===== config.mk =====
export PLATFORM = sky130hd
export DESIGN_NAME = iaf_regs
export DESIGN_NICKNAME = d
export VERILOG_FILES = /design/src/iaf_pkg.sv /design/src/iaf_regs.sv
export SDC_FILE = /design/constraint.sdc
export NUM_CORES = 1
export LEC_CHECK = 0
export BUFFER_PORTS_ARGS = -buffer_cell sky130_fd_sc_hd__buf_4
export CORE_MARGIN = 5
export CORE_UTILIZATION = 60
export DETAILED_ROUTE_END_ITERATION = 12
export GPL_TIMING_DRIVEN = 0
export PLACE_DENSITY_LB_ADDON = 0.05
export SLEW_MARGIN = 20
export SYNTH_ARGS = -nofsm -noshare
export SYNTH_HDL_FRONTEND = slang
export SYNTH_SLANG_ARGS = --single-unit

===== constraint.sdc =====
create_clock -name clk_i -period 6.65 [get_ports clk_i]
set_clock_uncertainty 0.1 [all_clocks]
set_input_delay 0.3325 -clock clk_i [delete_from_list [all_inputs] [get_ports clk_i]]
set_output_delay 0.3325 -clock clk_i [all_outputs]
set_load 0.01 [all_outputs]

===== src/iaf_pkg.sv =====
// Package: register map, field layout and types of the info and converter front-end bank
package iaf_pkg;
  localparam int unsigned IAF_ADDR_W = 7;
  localparam logic [IAF_ADDR_W-1:0] IAF_IDX_INFO_DATA = 7'h00;
  localparam logic [IAF_ADDR_W-1:0] IAF_IDX_INFO_SEL = 7'h01;
  localparam logic [IAF_ADDR_W-1:0] IAF_IDX_RAW_DATA = 7'h02;
  localparam logic [IAF_ADDR_W-1:0] IAF_IDX_RAW_SEL = 7'h03;
  localparam logic [IAF_ADDR_W-1:0] IAF_IDX_MCFG = 7'h04;
  localparam logic [IAF_ADDR_W-1:0] IAF_IDX_MCLK_A = 7'h05;
  localparam logic [IAF_ADDR_W-1:0] IAF_IDX_MCLK_B = 7'h06;
  localparam logic [31:0] IAF_RST_INFO_SEL = 32'h0000_0000;
  localparam logic [31:0] IAF_RST_RAW_SEL = 32'h0000_0000;
  localparam logic [31:0] IAF_RST_MCFG = 32'h0000_0000;
  localparam logic [31:0] IAF_RST_MCLK_A = 32'h0CCC_CCCD;
  localparam logic [31:0] IAF_RST_MCLK_B = 32'h0CCC_CCCD;
  localparam logic [31:0] IAF_SEL_MASK = 32'h0000_00FF;
  localparam logic [31:0] IAF_LO_MASK = 32'h0000_FFFF;
  localparam logic [31:0] IAF_HI_MASK = 32'hFFFF_0000;
  localparam int unsigned IAF_CH_B_POS = 16;
  localparam int unsigned IAF_SRC_POS = 0;
  localparam int unsigned IAF_EDGE_POS = 2;
  localparam int unsigned IAF_INV_POS = 3;
  localparam int unsigned IAF_FULLCLK_POS = 4;
  localparam int unsigned IAF_BLANK_POS = 8;
  // Arbitrary identity values
  localparam logic [31:0] IAF_HW_TYPE = 32'h4941_4631;
  localparam logic [31:0] IAF_HW_VERSION = 32'h0001_0000;
  localparam logic [31:0] IAF_HW_DATE = 32'h0000_0101;
  localparam logic [31:0] IAF_HW_TIME = 32'h0012_0000;
  localparam logic [31:0] IAF_HW_VARIANT = 32'h0000_0000;
  localparam logic [31:0] IAF_HW_BUILD = 32'h0000_0001;

  typedef enum logic [2:0] {
    IAF_SRC_INT = 3'b000,
    IAF_SRC_EXT_CLKIN = 3'b001,
    IAF_SRC_EXT_CLKOUT = 3'b010,
    IAF_SRC_EXT_CMP = 3'b011
  } iaf_src_e;

  typedef struct packed {
    logic [7:0] blanking;
    logic [2:0] spare;
    logic full_clk;
    logic invert;
    logic falling_edge;
    logic [1:0] source;
  } iaf_chcfg_s;

  typedef struct packed {
    logic [15:0] phase_current0_sample;
    logic [15:0] phase_current1_sample;
    logic [15:0] supply_voltage_sample;
    logic [15:0] analog_input_a_sample;
    logic [15:0] analog_input_b_sample;
    logic [15:0] angle_sensor_ux_sample;
    logic [15:0] angle_sensor_vn_sample;
    logic [15:0] angle_sensor_wy_sample;
  } iaf_raw_s;

  typedef struct packed {
    logic [31:0] info_word_selector_reg;
    logic [31:0] raw_sample_selector_reg;
    logic [31:0] modulator_config_reg;
    logic [31:0] modulator_clock_increment_a_reg;
    logic [31:0] modulator_clock_increment_b_reg;
    logic [31:0] acc_a_reg;
    logic [31:0] acc_b_reg;
    logic [1:0] mclk_reg;
    logic [1:0] mclk_oe_reg;
    logic [1:0] bit_reg;
    logic [1:0] bit_valid_reg;
    logic [1:0] modulator_bitstream_s1_reg;
    logic [1:0] modulator_bitstream_s2_reg;
    logic [1:0] mclkin_s1_reg;
    logic [1:0] mclkin_s2_reg;
    logic [1:0] mclkin_prev_reg;
    logic [31:0] prdata_reg;
    logic pready_reg;
    logic pslverr_reg;
  } iaf_state_s;
endpackage


===== src/iaf_regs.sv =====
// Info and converter front-end register bank with APB slave and modulator bit capture
//
// Added by the designer: the APB interface to the registers.
`timescale 1ns/10ps
// Functional notes
// - Decode 128 word addresses, 32-bit registers
// - Word holds one 32-bit or two 16-bit values
// - Info selector picks type/version/date/time/variant/build
// - Time word nibble digits, 24-bit maximum
// - Raw selector 0: current1 high, current0 low
// - Selector 1: supply low, input A high
// - Source 2 clock driven out, 3 comparator
// - Invert bit inverts incoming bitstream
// - Sample-clock bit: divided or full clock
// - Modulator clock from 32-bit phase increment
module iaf_regs
  import iaf_pkg::*;
(
  input wire logic clk_i,
  input wire logic rst_i,
  input wire logic psel_i,
  input wire logic penable_i,
  input wire logic pwrite_i,
  input wire logic [31:0] paddr_i,
  input wire logic [31:0] pwdata_i,
  input wire logic [3:0] pstrb_i,
  output logic [31:0] prdata_o,
  output logic pready_o,
  output logic pslverr_o,
  input wire iaf_raw_s raw_i,
  input wire logic [1:0] modulator_bitstream_i,
  input wire logic [1:0] mclk_ext_i,
  output logic [1:0] mclk_o,
  output logic [1:0] mclk_oe_o,
  output logic [1:0] bit_o,
  output logic [1:0] bit_valid_o
);
  iaf_state_s s_reg;
  iaf_state_s s_next;
  logic [IAF_ADDR_W-1:0] idx;
  logic wr_en;
  logic rd_en;
  iaf_chcfg_s cfg_a;
  iaf_chcfg_s cfg_b;

  // Two 16-bit halves packed into one word
  function automatic logic [31:0] iaf_pair(input logic [15:0] lo, input logic [15:0] hi);
    iaf_pair = ((32'(hi) << IAF_CH_B_POS) & IAF_HI_MASK) | (32'(lo) & IAF_LO_MASK);
  endfunction

  function automatic logic [31:0] iaf_info(input logic [31:0] sel);
    logic [7:0] a;
    a = 8'(sel & IAF_SEL_MASK);
    unique case (a)
      8'h00: iaf_info = IAF_HW_TYPE;
      8'h01: iaf_info = IAF_HW_VERSION;
      8'h02: iaf_info = IAF_HW_DATE;
      8'h03: iaf_info = IAF_HW_TIME & 32'h00FF_FFFF;
      8'h04: iaf_info = IAF_HW_VARIANT;
      8'h05: iaf_info = IAF_HW_BUILD;
      default: iaf_info = 32'h0000_0000;
    endcase
  endfunction

  function automatic logic [31:0] iaf_raw(input logic [31:0] sel, input iaf_raw_s r);
    logic [1:0] a;
    a = 2'(sel & IAF_SEL_MASK);
    unique case (a)
      2'h0: iaf_raw = iaf_pair(r.phase_current0_sample, r.phase_current1_sample);
      2'h1: iaf_raw = iaf_pair(r.supply_voltage_sample, r.analog_input_a_sample);
      2'h2: iaf_raw = iaf_pair(r.analog_input_b_sample, r.angle_sensor_ux_sample);
      2'h3: iaf_raw = iaf_pair(r.angle_sensor_vn_sample, r.angle_sensor_wy_sample);
    endcase
  endfunction

  function automatic logic [31:0] iaf_strb(input logic [31:0] old, input logic [31:0] wd, input logic [3:0] st);
    logic [31:0] r;
    r = old;
    for (int i = 0; i < 4; i++) begin
      if (st[i]) begin
        r[i*8 +: 8] = wd[i*8 +: 8];
      end
    end
    iaf_strb = r;
  endfunction

  // Word index from byte address, 128 words
  assign idx = paddr_i[IAF_ADDR_W+1:2];
  assign wr_en = psel_i && penable_i && pwrite_i && s_reg.pready_reg;
  assign rd_en = psel_i && !penable_i && !pwrite_i;
  assign cfg_a = iaf_chcfg_s'(s_reg.modulator_config_reg[15:0]);
  assign cfg_b = iaf_chcfg_s'(s_reg.modulator_config_reg[31:16]);

  always_comb begin
    logic [32:0] sum_a;
    logic [32:0] sum_b;
    logic [1:0] rise;
    logic [1:0] fall;
    logic [1:0] ext_edge;
    logic [1:0] tick;
    iaf_chcfg_s ch;
    sum_a = 33'h0_0000_0000;
    sum_b = 33'h0_0000_0000;
    rise = 2'b00;
    fall = 2'b00;
    ext_edge = 2'b00;
    tick = 2'b00;
    ch = cfg_a;
    s_next = s_reg;
    s_next.modulator_bitstream_s1_reg = modulator_bitstream_i;
    s_next.modulator_bitstream_s2_reg = s_reg.modulator_bitstream_s1_reg;
    s_next.mclkin_s1_reg = mclk_ext_i;
    s_next.mclkin_s2_reg = s_reg.mclkin_s1_reg;
    s_next.mclkin_prev_reg = s_reg.mclkin_s2_reg;
    // Phase accumulators, MSB is the modulator clock
    sum_a = {1'b0, s_reg.acc_a_reg} + {1'b0, s_reg.modulator_clock_increment_a_reg} + 33'h0_0000_0001;
    sum_b = {1'b0, s_reg.acc_b_reg} + {1'b0, s_reg.modulator_clock_increment_b_reg} + 33'h0_0000_0001;
    s_next.acc_a_reg = sum_a[31:0];
    s_next.acc_b_reg = sum_b[31:0];
    s_next.mclk_reg = {s_next.acc_b_reg[31], s_next.acc_a_reg[31]};
    rise = s_next.mclk_reg & ~s_reg.mclk_reg;
    fall = ~s_next.mclk_reg & s_reg.mclk_reg;
    ext_edge = s_reg.mclkin_s2_reg ^ s_reg.mclkin_prev_reg;
    s_next.bit_valid_reg = 2'b00;
    for (int c = 0; c < 2; c++) begin
      ch = (c == 0) ? cfg_a : cfg_b;
      // Drive bit clock only in clock-out mode
      s_next.mclk_oe_reg[c] = iaf_src_e'({1'b0, ch.source}) == IAF_SRC_EXT_CLKOUT;
      // External clock-in uses its own bit clock edges
      if (iaf_src_e'({1'b0, ch.source}) == IAF_SRC_EXT_CLKIN) begin
        tick[c] = ext_edge[c] && (s_reg.mclkin_s2_reg[c] == !ch.falling_edge);
      end else if (ch.full_clk) begin
        tick[c] = 1'b1;
      end else begin
        tick[c] = ch.falling_edge ? fall[c] : rise[c];
      end
      if (tick[c]) begin
        s_next.bit_reg[c] = s_reg.modulator_bitstream_s2_reg[c] ^ ch.invert;
        s_next.bit_valid_reg[c] = 1'b1;
      end
    end
    s_next.pready_reg = 1'b0;
    s_next.pslverr_reg = 1'b0;
    if (psel_i && !penable_i) begin
      s_next.pready_reg = 1'b1;
      s_next.prdata_reg = 32'h0000_0000;
    end
    if (rd_en) begin
      unique case (idx)
        IAF_IDX_INFO_DATA: s_next.prdata_reg = iaf_info(s_reg.info_word_selector_reg);
        IAF_IDX_INFO_SEL: s_next.prdata_reg = s_reg.info_word_selector_reg;
        IAF_IDX_RAW_DATA: s_next.prdata_reg = iaf_raw(s_reg.raw_sample_selector_reg, raw_i);
        IAF_IDX_RAW_SEL: s_next.prdata_reg = s_reg.raw_sample_selector_reg;
        IAF_IDX_MCFG: s_next.prdata_reg = s_reg.modulator_config_reg;
        IAF_IDX_MCLK_A: s_next.prdata_reg = s_reg.modulator_clock_increment_a_reg;
        IAF_IDX_MCLK_B: s_next.prdata_reg = s_reg.modulator_clock_increment_b_reg;
        default: s_next.prdata_reg = 32'h0000_0000;
      endcase
    end
    if (wr_en) begin
      unique case (idx)
        IAF_IDX_INFO_SEL: s_next.info_word_selector_reg =
          iaf_strb(s_reg.info_word_selector_reg, pwdata_i, pstrb_i);
        IAF_IDX_RAW_SEL: s_next.raw_sample_selector_reg =
          iaf_strb(s_reg.raw_sample_selector_reg, pwdata_i, pstrb_i);
        IAF_IDX_MCFG: s_next.modulator_config_reg =
          iaf_strb(s_reg.modulator_config_reg, pwdata_i, pstrb_i);
        IAF_IDX_MCLK_A: s_next.modulator_clock_increment_a_reg =
          iaf_strb(s_reg.modulator_clock_increment_a_reg, pwdata_i, pstrb_i);
        IAF_IDX_MCLK_B: s_next.modulator_clock_increment_b_reg =
          iaf_strb(s_reg.modulator_clock_increment_b_reg, pwdata_i, pstrb_i);
        default: s_next.info_word_selector_reg = s_reg.info_word_selector_reg;
      endcase
    end
  end

  always_ff @(posedge clk_i) begin
    if (rst_i) begin
      s_reg <= '0;
      s_reg.info_word_selector_reg <= IAF_RST_INFO_SEL;
      s_reg.raw_sample_selector_reg <= IAF_RST_RAW_SEL;
      s_reg.modulator_config_reg <= IAF_RST_MCFG;
      s_reg.modulator_clock_increment_a_reg <= IAF_RST_MCLK_A;
      s_reg.modulator_clock_increment_b_reg <= IAF_RST_MCLK_B;
    end else begin
      s_reg <= s_next;
    end
  end

  assign prdata_o = s_reg.prdata_reg;
  assign pready_o = s_reg.pready_reg;
  assign pslverr_o = s_reg.pslverr_reg;
  // Clock always on mclk_o, its enable set only in clock-out mode
  assign mclk_o = s_reg.mclk_reg;
  assign mclk_oe_o = s_reg.mclk_oe_reg;
  assign bit_o = s_reg.bit_reg;
  assign bit_valid_o = s_reg.bit_valid_reg;

  AST_RESET_MCLK_A: assert property (@(posedge clk_i)
    $fell(rst_i)
    |-> s_reg.modulator_clock_increment_a_reg == 32'h0CCC_CCCD)
    else $error("increment A reset wrong");

  AST_WR_SEL: assert property (@(posedge clk_i) disable iff (rst_i)
    wr_en && idx == IAF_IDX_RAW_SEL && pstrb_i == 4'hF
    |=> s_reg.raw_sample_selector_reg == $past(pwdata_i))
    else $error("raw selector write lost");

  AST_WR_MCFG: assert property (@(posedge clk_i) disable iff (rst_i)
    wr_en && idx == IAF_IDX_MCFG && pstrb_i == 4'hF
    |=> s_reg.modulator_config_reg == $past(pwdata_i))
    else $error("modulator config write lost");

  AST_RO_WRITE: assert property (@(posedge clk_i) disable iff (rst_i)
    wr_en && idx == IAF_IDX_INFO_DATA
    |=> $stable(s_reg.info_word_selector_reg))
    else $error("read-only write changed state");

  AST_UNUSED_ZERO: assert property (@(posedge clk_i) disable iff (rst_i)
    rd_en && idx > IAF_IDX_MCLK_B
    |=> prdata_o == 32'h0000_0000)
    else $error("unused not zero");

  AST_NO_ERR: assert property (@(posedge clk_i) disable iff (rst_i)
    pready_o
    |-> !pslverr_o)
    else $error("error response given");

  AST_INFO_TIME: assert property (@(posedge clk_i) disable iff (rst_i)
    rd_en && idx == IAF_IDX_INFO_DATA && s_reg.info_word_selector_reg[7:0] == 8'h03
    |=> prdata_o[31:24] == 8'h00)
    else $error("time above 24 bits");

  AST_INFO_HIGH: assert property (@(posedge clk_i) disable iff (rst_i)
    rd_en && idx == IAF_IDX_INFO_DATA && s_reg.info_word_selector_reg[7:0] > 8'h05
    |=> prdata_o == 32'h0000_0000)
    else $error("unknown info selector not zero");

  AST_RAW_I: assert property (@(posedge clk_i) disable iff (rst_i)
    rd_en && idx == IAF_IDX_RAW_DATA && s_reg.raw_sample_selector_reg[1:0] == 2'h0
    |=> prdata_o == {$past(raw_i.phase_current1_sample), $past(raw_i.phase_current0_sample)})
    else $error("current pair wrong");

  AST_RAW_VM: assert property (@(posedge clk_i) disable iff (rst_i)
    rd_en && idx == IAF_IDX_RAW_DATA && s_reg.raw_sample_selector_reg[1:0] == 2'h1
    |=> prdata_o == {$past(raw_i.analog_input_a_sample), $past(raw_i.supply_voltage_sample)})
    else $error("supply pair wrong");

  AST_RAW_ENC: assert property (@(posedge clk_i) disable iff (rst_i)
    rd_en && idx == IAF_IDX_RAW_DATA && s_reg.raw_sample_selector_reg[1:0] == 2'h3
    |=> prdata_o == {$past(raw_i.angle_sensor_wy_sample), $past(raw_i.angle_sensor_vn_sample)})
    else $error("encoder pair wrong");

  AST_READY: assert property (@(posedge clk_i) disable iff (rst_i)
    psel_i && !penable_i
    |=> pready_o ##1 !pready_o)
    else $error("ready timing wrong");

  AST_EXT_TICK: assert property (@(posedge clk_i) disable iff (rst_i)
    cfg_a.source == 2'h1 && s_reg.mclkin_s2_reg[0] == s_reg.mclkin_prev_reg[0]
    |=> !bit_valid_o[0])
    else $error("external bit without clock edge");

  AST_MCLK_OE_B: assert property (@(posedge clk_i) disable iff (rst_i)
    cfg_b.source == 2'h2
    |=> mclk_oe_o[1])
    else $error("clock out not enabled");

  AST_MCLK_OE_A: assert property (@(posedge clk_i) disable iff (rst_i)
    cfg_a.source != 2'h2
    |=> !mclk_oe_o[0])
    else $error("clock out enabled outside clock-out mode");

  AST_DIV_EDGE: assert property (@(posedge clk_i) disable iff (rst_i)
    cfg_a.source == 2'h0 && !cfg_a.full_clk && !cfg_a.falling_edge && !mclk_o[0]
    |=> bit_valid_o[0] == mclk_o[0])
    else $error("divided clock edge sample wrong");

  AST_INV: assert property (@(posedge clk_i) disable iff (rst_i)
    s_next.bit_valid_reg[0]
    |=> bit_o[0] == ($past(s_reg.modulator_bitstream_s2_reg[0]) ^ $past(cfg_a.invert)))
    else $error("inversion wrong");

  AST_FULLCLK: assert property (@(posedge clk_i) disable iff (rst_i)
    cfg_a.full_clk && cfg_a.source != 2'h1 && $stable(cfg_a)
    |=> bit_valid_o[0])
    else $error("full clock sample missing");

  AST_ACC_STEP: assert property (@(posedge clk_i) disable iff (rst_i)
    !rst_i
    |=> s_reg.acc_a_reg == $past(s_reg.acc_a_reg) + $past(s_reg.modulator_clock_increment_a_reg) + 32'h0000_0001)
    else $error("phase step wrong");

  COV_RAW_READ: cover property (@(posedge clk_i) rd_en && idx == IAF_IDX_RAW_DATA);
  COV_INFO_READ: cover property (@(posedge clk_i) rd_en && idx == IAF_IDX_INFO_DATA);
  COV_CFG_WRITE: cover property (@(posedge clk_i) wr_en && idx == IAF_IDX_MCFG);
  COV_CLKOUT: cover property (@(posedge clk_i) cfg_b.source == 2'h2 && mclk_oe_o[1]);
  COV_EXT_BIT: cover property (@(posedge clk_i) cfg_a.source == 2'h1 && bit_valid_o[0]);
endmodule


**Word-level counts from Yosys, hierarchy flattened**

Cells that the tools add are included.

- Bits in registers: 276
- Input port bits: 205
- Output and inout bits: 42
- Logic and storage cells: 117

- Add/sub/neg operators: 4
- Equality and inequality tests: 19
- Multiplexer cells: 13
- Bitwise gates (word level): 11
- Reductions and logical operators: 35

Operators with widths:

| cell | number |
|---|---|
| one-hot mux 32 bit (7 select lines) | 1 |
| one-hot mux 31 bit (5 select lines) | 1 |
| bitwise OR 32 x 16 -> 32 bit | 4 |
| one-hot mux 32 bit (4 select lines) | 1 |
| adder 32 x 1 -> 32 bit, second input constant | 2 |
| adder 32 bit | 2 |
| AND reduction 3 bit | 20 |
| 2-to-1 mux 33 bit | 1 |
| 2-to-1 mux 32 bit | 1 |
| == test 7 x 3 -> 1 bit, second input constant | 3 |
| == test 8 x 2 -> 1 bit, second input constant | 2 |
| == test 7 x 2 -> 1 bit, second input constant | 2 |
| == test 2 bit, second input constant | 4 |
| == test 8 x 1 -> 1 bit, second input constant | 1 |
| == test 8 x 3 -> 1 bit, second input constant | 1 |
| zero test 8 bit | 1 |
| 2-to-1 mux 1 bit | 8 |
| == test 7 x 1 -> 1 bit, second input constant | 1 |
| logical AND 1 bit | 7 |
| zero test 7 bit | 1 |
| == test 2 x 1 -> 1 bit, second input constant | 3 |
| AND 2 bit | 2 |
| zero test 1 bit | 4 |
| NOT 2 bit | 2 |
| other kinds (5) | 7 |

**Depth between registers and ports, before layout**

- Word-level depth: 8
- Mapped depth: 12
- Mapped depth without buffers: 12

**Worst setup path before layout**

Ideal clock, no wire load.

- Path kind: register to register
- From: reg s_reg[116] in the netlist's numbering
- To: reg s_reg[70] in the netlist's numbering
- Setup time: 0.121 ns
- Arrival time: 2.520 ns
- Required time: 6.429 ns
- Setup slack: 3.910 ns
- Cell stages (with the launch flop): 13
- Buffers on the path: 0
- Period minus slack after synthesis: 2.740 ns
- Cell sequence: dfxtp_1 inv_1 ha_1 inv_1 fa_1 a211oi_1 nor2_1 o31ai_1 a21oi_1 o21ai_0 a21oi_1 o22ai_1 mux2_2

- Cells in the longest elaborated chain, start to end: 2

Ends and longest elaborated chain:

| what | line | text |
|---|---|---|
| start, declared | iaf_regs.sv:38 | `iaf_state_s s_reg;` |
| start signal, assigned | iaf_regs.sv:186 | `s_reg <= s_next;` |
| adder 32 bit | iaf_regs.sv:117 | `sum_b = {1'b0, s_reg.acc_b_reg} + {1'b0, s_reg.modulator_clock_increment_b_reg} + 33'h0_0000_0001;` |
| adder 32 x 1 -> 32 bit | iaf_regs.sv:117 |  |

Every way passes these cells.
A chain may end at the register's enable or synchronous reset.

**Worst setup path after layout**

Same ends and word-level chain as after synthesis.

==> flow_metrics.env <==
export IMPL_result_of_the_run="completed"
export IMPL_irDropWorstVdd_mv=0.194
export IMPL_finish_net_count=2125
export IMPL_fin_setup_tns_ns=0
export IMPL_gr_total_overflow=0
export IMPL_path_max_fanout=4
export IMPL_pin_count_of_the_biggest_net_entering_global_routing=15
export IMPL_routedWlPerCell_um=21.0
export IMPL_worst_pin_slew_ns=1.07
export IMPL_achievable_frequency_mhz=298
export IMPL_max_slew_margin_rel=0.290
export IMPL_worst_ep_arrival_time_ns=3.70
export IMPL_hold_path_startpoint="pwdata_i[17]"
export IMPL_cts_made_buffers=30
export IMPL_dominantRegCellSynth="sky130_fd_sc_hd__dfxtp_1"
export IMPL_area_sequential_mm2=0.00547
export IMPL_synth_cell_types=66
export IMPL_clk_pin_slew_worst_paths_ns=0.07
export IMPL_ctsHtreeMaxLevel=1
export IMPL_synth_edff_count=0
export IMPL_via_count=13300
export IMPL_die_w_um=166
export IMPL_grt_first_pass_wirelength_um=70800
export IMPL_power_switching_fraction=0.257
export IMPL_dp_final_hpwl_um=35400
export IMPL_worst_r2r_setup_slack_ns=3.30
export IMPL_design_portCount=247
export IMPL_crit_reg2reg_capture="s_reg[70]$_SDFF_PP0_"
export IMPL_worst_ep_required_time_ns=7.00
export IMPL_finalSetupViolCount=0
export IMPL_crit_path_start_kind="flip-flop"
export IMPL_grt_antenna_before_repair=1
export IMPL_post_cts_hold_buffer_count=35
export IMPL_clock_tree_from_tritoncts="built"
export IMPL_postSynthRegisterBits=273
export IMPL_post_route_util=0.749
export IMPL_num_antenna_cells=0
export IMPL_drt_first_iter_violations=1439
export IMPL_grt_pass1_vias=13000
export IMPL_detailedRoute_firstPassIterationCount=8
export IMPL_power_clock_fraction=0.424
export IMPL_maxCapViolCount=0
export IMPL_hold_viol_final=0
export IMPL_gp_routability_congestion=0.941
export IMPL_die_height_um=166
export IMPL_routed_wirelength_um=46400
export IMPL_die_area_mm2=0.0276
export IMPL_clock_sinks=273
export IMPL_report_final_slew_viol_count=0
export IMPL_p_leak_nw=7.86
export IMPL_grt_usage=0.320
export IMPL_core_area_mm2=0.0242
export IMPL_rsz0062_at_grt="false"
export IMPL_antenna_violating_nets_post_route=0
export IMPL_post_route_drc_count=0
export IMPL_buffer_ports_inserted=218
export IMPL_worst_setup_path_type="flip-flop to flip-flop"
export IMPL_setup_worst_path_end_class="flip-flop"
export IMPL_r2r_start="s_reg[116]$_SDFFE_PP1P_"
export IMPL_syn_cell_area_mm2=0.0146
export IMPL_p_int_mw=3.16
export IMPL_postCtsResizedCells=0
export IMPL_insertion_delay_ns=0.56
export IMPL_final_cell_count_no_fill=2204
export IMPL_p_switching_mw=1.09
export IMPL_hold_path_endpoint="cfg_b[1]$_SDFFE_PP0P_"
export IMPL_clock_root_buffer="sky130_fd_sc_hd__clkbuf_16"
export IMPL_final_period_minus_worst_setup_slack_ns=3.35
export IMPL_synth_nets=1840
export IMPL_post_route_period_util=0.504
export IMPL_cts_setup_buffers=0
export IMPL_largest_register_ffs=195
export IMPL_n_fill_cell=1774
export IMPL_clock_tree_buffer_depth=3
export IMPL_seqPwrFrac=0.408
export IMPL_ys_warnings_count=0
export IMPL_row_count=57
export IMPL_power_per_cell_area_mw_per_mm2=235
export IMPL_synth_sequential_area_ratio=0.374
export IMPL_layout_cell_share_with_drive_strength_beyond_1=0.199
export IMPL_syn_area_per_cell_um2=9.30
export IMPL_vias_per_cell=6.02
export IMPL_async_reset_ff_frac=0
export IMPL_initial_utilization=0.605
export IMPL_min_delay_path_class="input port to flip-flop"
export IMPL_multi_input_area_mm2=0.00839
export IMPL_place_inst=2113
export IMPL_reg2reg_depth=12
export IMPL_syn_inst=1571
export IMPL_synthToLayoutAreaGrowth_pct=23.8
export IMPL_power_frac_comb=0.167
export IMPL_hold_path_cell_cnt=3
-- kinds of logic after synthesis --
kind of cell | synth area share
AOI/OAI and AO/OA | 0.146
xor gates and xnor gates | 0.0279
adders and majority gates | 0.0558
buffers and inverters | 0.0519
DFF | 0.374
muxes | 0.188
other | 0.000257
and+or+nand+nor | 0.156
-- critical path, stage by stage, from the launching register on --
cell	delay (ns)
sky130_fd_sc_hd__dfxtp_1	0.31
sky130_fd_sc_hd__inv_1	0.09
sky130_fd_sc_hd__ha_1	0.18
sky130_fd_sc_hd__inv_1	0.06
sky130_fd_sc_hd__fa_1	0.43
sky130_fd_sc_hd__a211oi_1	0.23
sky130_fd_sc_hd__nor2_1	0.11
sky130_fd_sc_hd__o31ai_1	0.52
sky130_fd_sc_hd__a21oi_1	0.16
sky130_fd_sc_hd__o21ai_0	0.39
sky130_fd_sc_hd__a21oi_1	0.17
sky130_fd_sc_hd__o22ai_1	0.16
sky130_fd_sc_hd__mux2_2	0.35
-- power by group through the flow --
stage	Combinational (mW)	Sequential (mW)	Clock (mW)
3_3_place_gp	0.661	1.77	0
2_1_floorplan	0.468	1.76	0
5_1_grt	0.782	1.74	1.88
6_report	0.712	1.74	1.80
3_5_place_dp	0.678	1.77	0
4_1_cts	0.700	1.74	1.81
-- cell usage after synthesis (all sizes together), types with 8 or more instances --
| cell type | number | share of area |
|---|---|---|
| o22ai | 32 | 0.014 |
| a211o | 33 | 0.020 |
| nand3 | 22 | 0.0089 |
| nand4 | 8 | 0.0034 |
| a21o | 23 | 0.012 |
| a211oi | 11 | 0.0057 |
| nand2 | 44 | 0.011 |
| nor3 | 23 | 0.0079 |
| o21ai | 38 | 0.013 |
| a221oi | 29 | 0.017 |
| clkbuf | 65 | 0.017 |
| o21a | 12 | 0.0062 |
| nand2b | 11 | 0.0047 |
| buf | 66 | 0.030 |
| ha | 62 | 0.053 |
| or3 | 9 | 0.0039 |
| mux4 | 32 | 0.049 |
| mux2i | 195 | 0.13 |
| xnor2 | 24 | 0.014 |
| a21oi | 100 | 0.034 |
| inv | 19 | 0.0049 |
| a31oi | 11 | 0.0047 |
| nor2 | 275 | 0.075 |
| dfxtp | 273 | 0.37 |
| nor2b | 54 | 0.023 |
| xor2 | 20 | 0.012 |
-- layout make-up --
class	instances	area share
buffer	131	0.0380
clock buffer	48	0.0519
clock inverter	8	0.00823
inverter	19	0.00394
multi-input combinational	1148	0.464
sequential	273	0.302
tap	324	0.0224
timing repair buffer	253	0.110
-- cell usage in the layout, fill, tap and decap left out, types with 6 or more instances in the layout --
cell type                       synthesis  layout
sky130_fd_sc_hd__a211o_1               33      33
sky130_fd_sc_hd__a211oi_1              11      11
sky130_fd_sc_hd__a21o_1                23      23
sky130_fd_sc_hd__a21oi_1              100     100
sky130_fd_sc_hd__a221oi_1              29      29
sky130_fd_sc_hd__a31oi_1               11      11
sky130_fd_sc_hd__buf_1                 14      14
sky130_fd_sc_hd__buf_2                  6       6
sky130_fd_sc_hd__buf_4                 42     260
sky130_fd_sc_hd__clkbuf_1              65      72
sky130_fd_sc_hd__clkbuf_16              0      31
sky130_fd_sc_hd__clkbuf_8               0      10
sky130_fd_sc_hd__dfxtp_1              273     273
sky130_fd_sc_hd__dlygate4sd3_1          0      35
sky130_fd_sc_hd__ha_1                  62      62
sky130_fd_sc_hd__inv_1                 19      19
sky130_fd_sc_hd__mux2_2                 6       6
sky130_fd_sc_hd__mux2i_1              195     195
sky130_fd_sc_hd__mux4_2                32      32
sky130_fd_sc_hd__nand2_1               44      44
sky130_fd_sc_hd__nand2b_1              11      11
sky130_fd_sc_hd__nand3_1               18      18
sky130_fd_sc_hd__nand4_1                8       8
sky130_fd_sc_hd__nor2_1               266     266
sky130_fd_sc_hd__nor2b_1               54      54
sky130_fd_sc_hd__nor3_1                23      23
sky130_fd_sc_hd__o21a_1                12      12
sky130_fd_sc_hd__o21ai_0               38      38
sky130_fd_sc_hd__o22ai_1               32      32
sky130_fd_sc_hd__or3_1                  9       9
sky130_fd_sc_hd__xnor2_1               24      24
sky130_fd_sc_hd__xor2_1                20      20
-- metrics by stage --
stage | setup WS [ns] | hold slack (ns) | instance area, um^2 | power, mW
2_1_floorplan | 3.91 | 0.314 | 14600 | 2.23
3_3_place_gp | 3.37 | 0.318 | 16700 | 2.43
3_5_place_dp | 3.30 | 0.341 | 16700 | 2.45
4_1_cts | 3.27 | 0.00537 | 18100 | 4.25
5_1_grt | 3.05 | 0.0210 | 18100 | 4.41
6_report | 3.30 | 0.0284 | 18100 | 4.25
-- worst max-delay path by stage --
| stage | start | to | slack, ns | depth (start not counted) |
|---|---|---|---|---|
| 6_report | s_reg[116]$_SDFFE_PP1P_ | s_reg[70]$_SDFF_PP0_ | 3.30 | 12 |
| 2_1_floorplan | s_reg[116]$_SDFFE_PP1P_ | s_reg[70]$_SDFF_PP0_ | 3.91 | 12 |
| 3_5_place_dp | s_reg[134]$_SDFFE_PP1P_ | s_reg[81]$_SDFF_PP0_ | 3.30 | 9 |
| 3_3_place_gp | s_reg[134]$_SDFFE_PP1P_ | s_reg[81]$_SDFF_PP0_ | 3.37 | 9 |
| 4_1_cts | s_reg[121]$_SDFFE_PP0P_ | s_reg[81]$_SDFF_PP0_ | 3.27 | 9 |
| 5_1_grt | s_reg[116]$_SDFFE_PP1P_ | s_reg[70]$_SDFF_PP0_ | 3.05 | 12 |
-- per-layer routing --
metal	track usage	routed length, um	part of all wire	vias to the layer above
met3	0.0512	3210	0.069	121
met2	0.552	22600	0.49	576
met4	0.115	2000	0.043	2
met5	0	13	0.00028	-
met1	0.406	18600	0.40	6339
li1	-	-	-	6230
(Power assumes the default switching activity.)
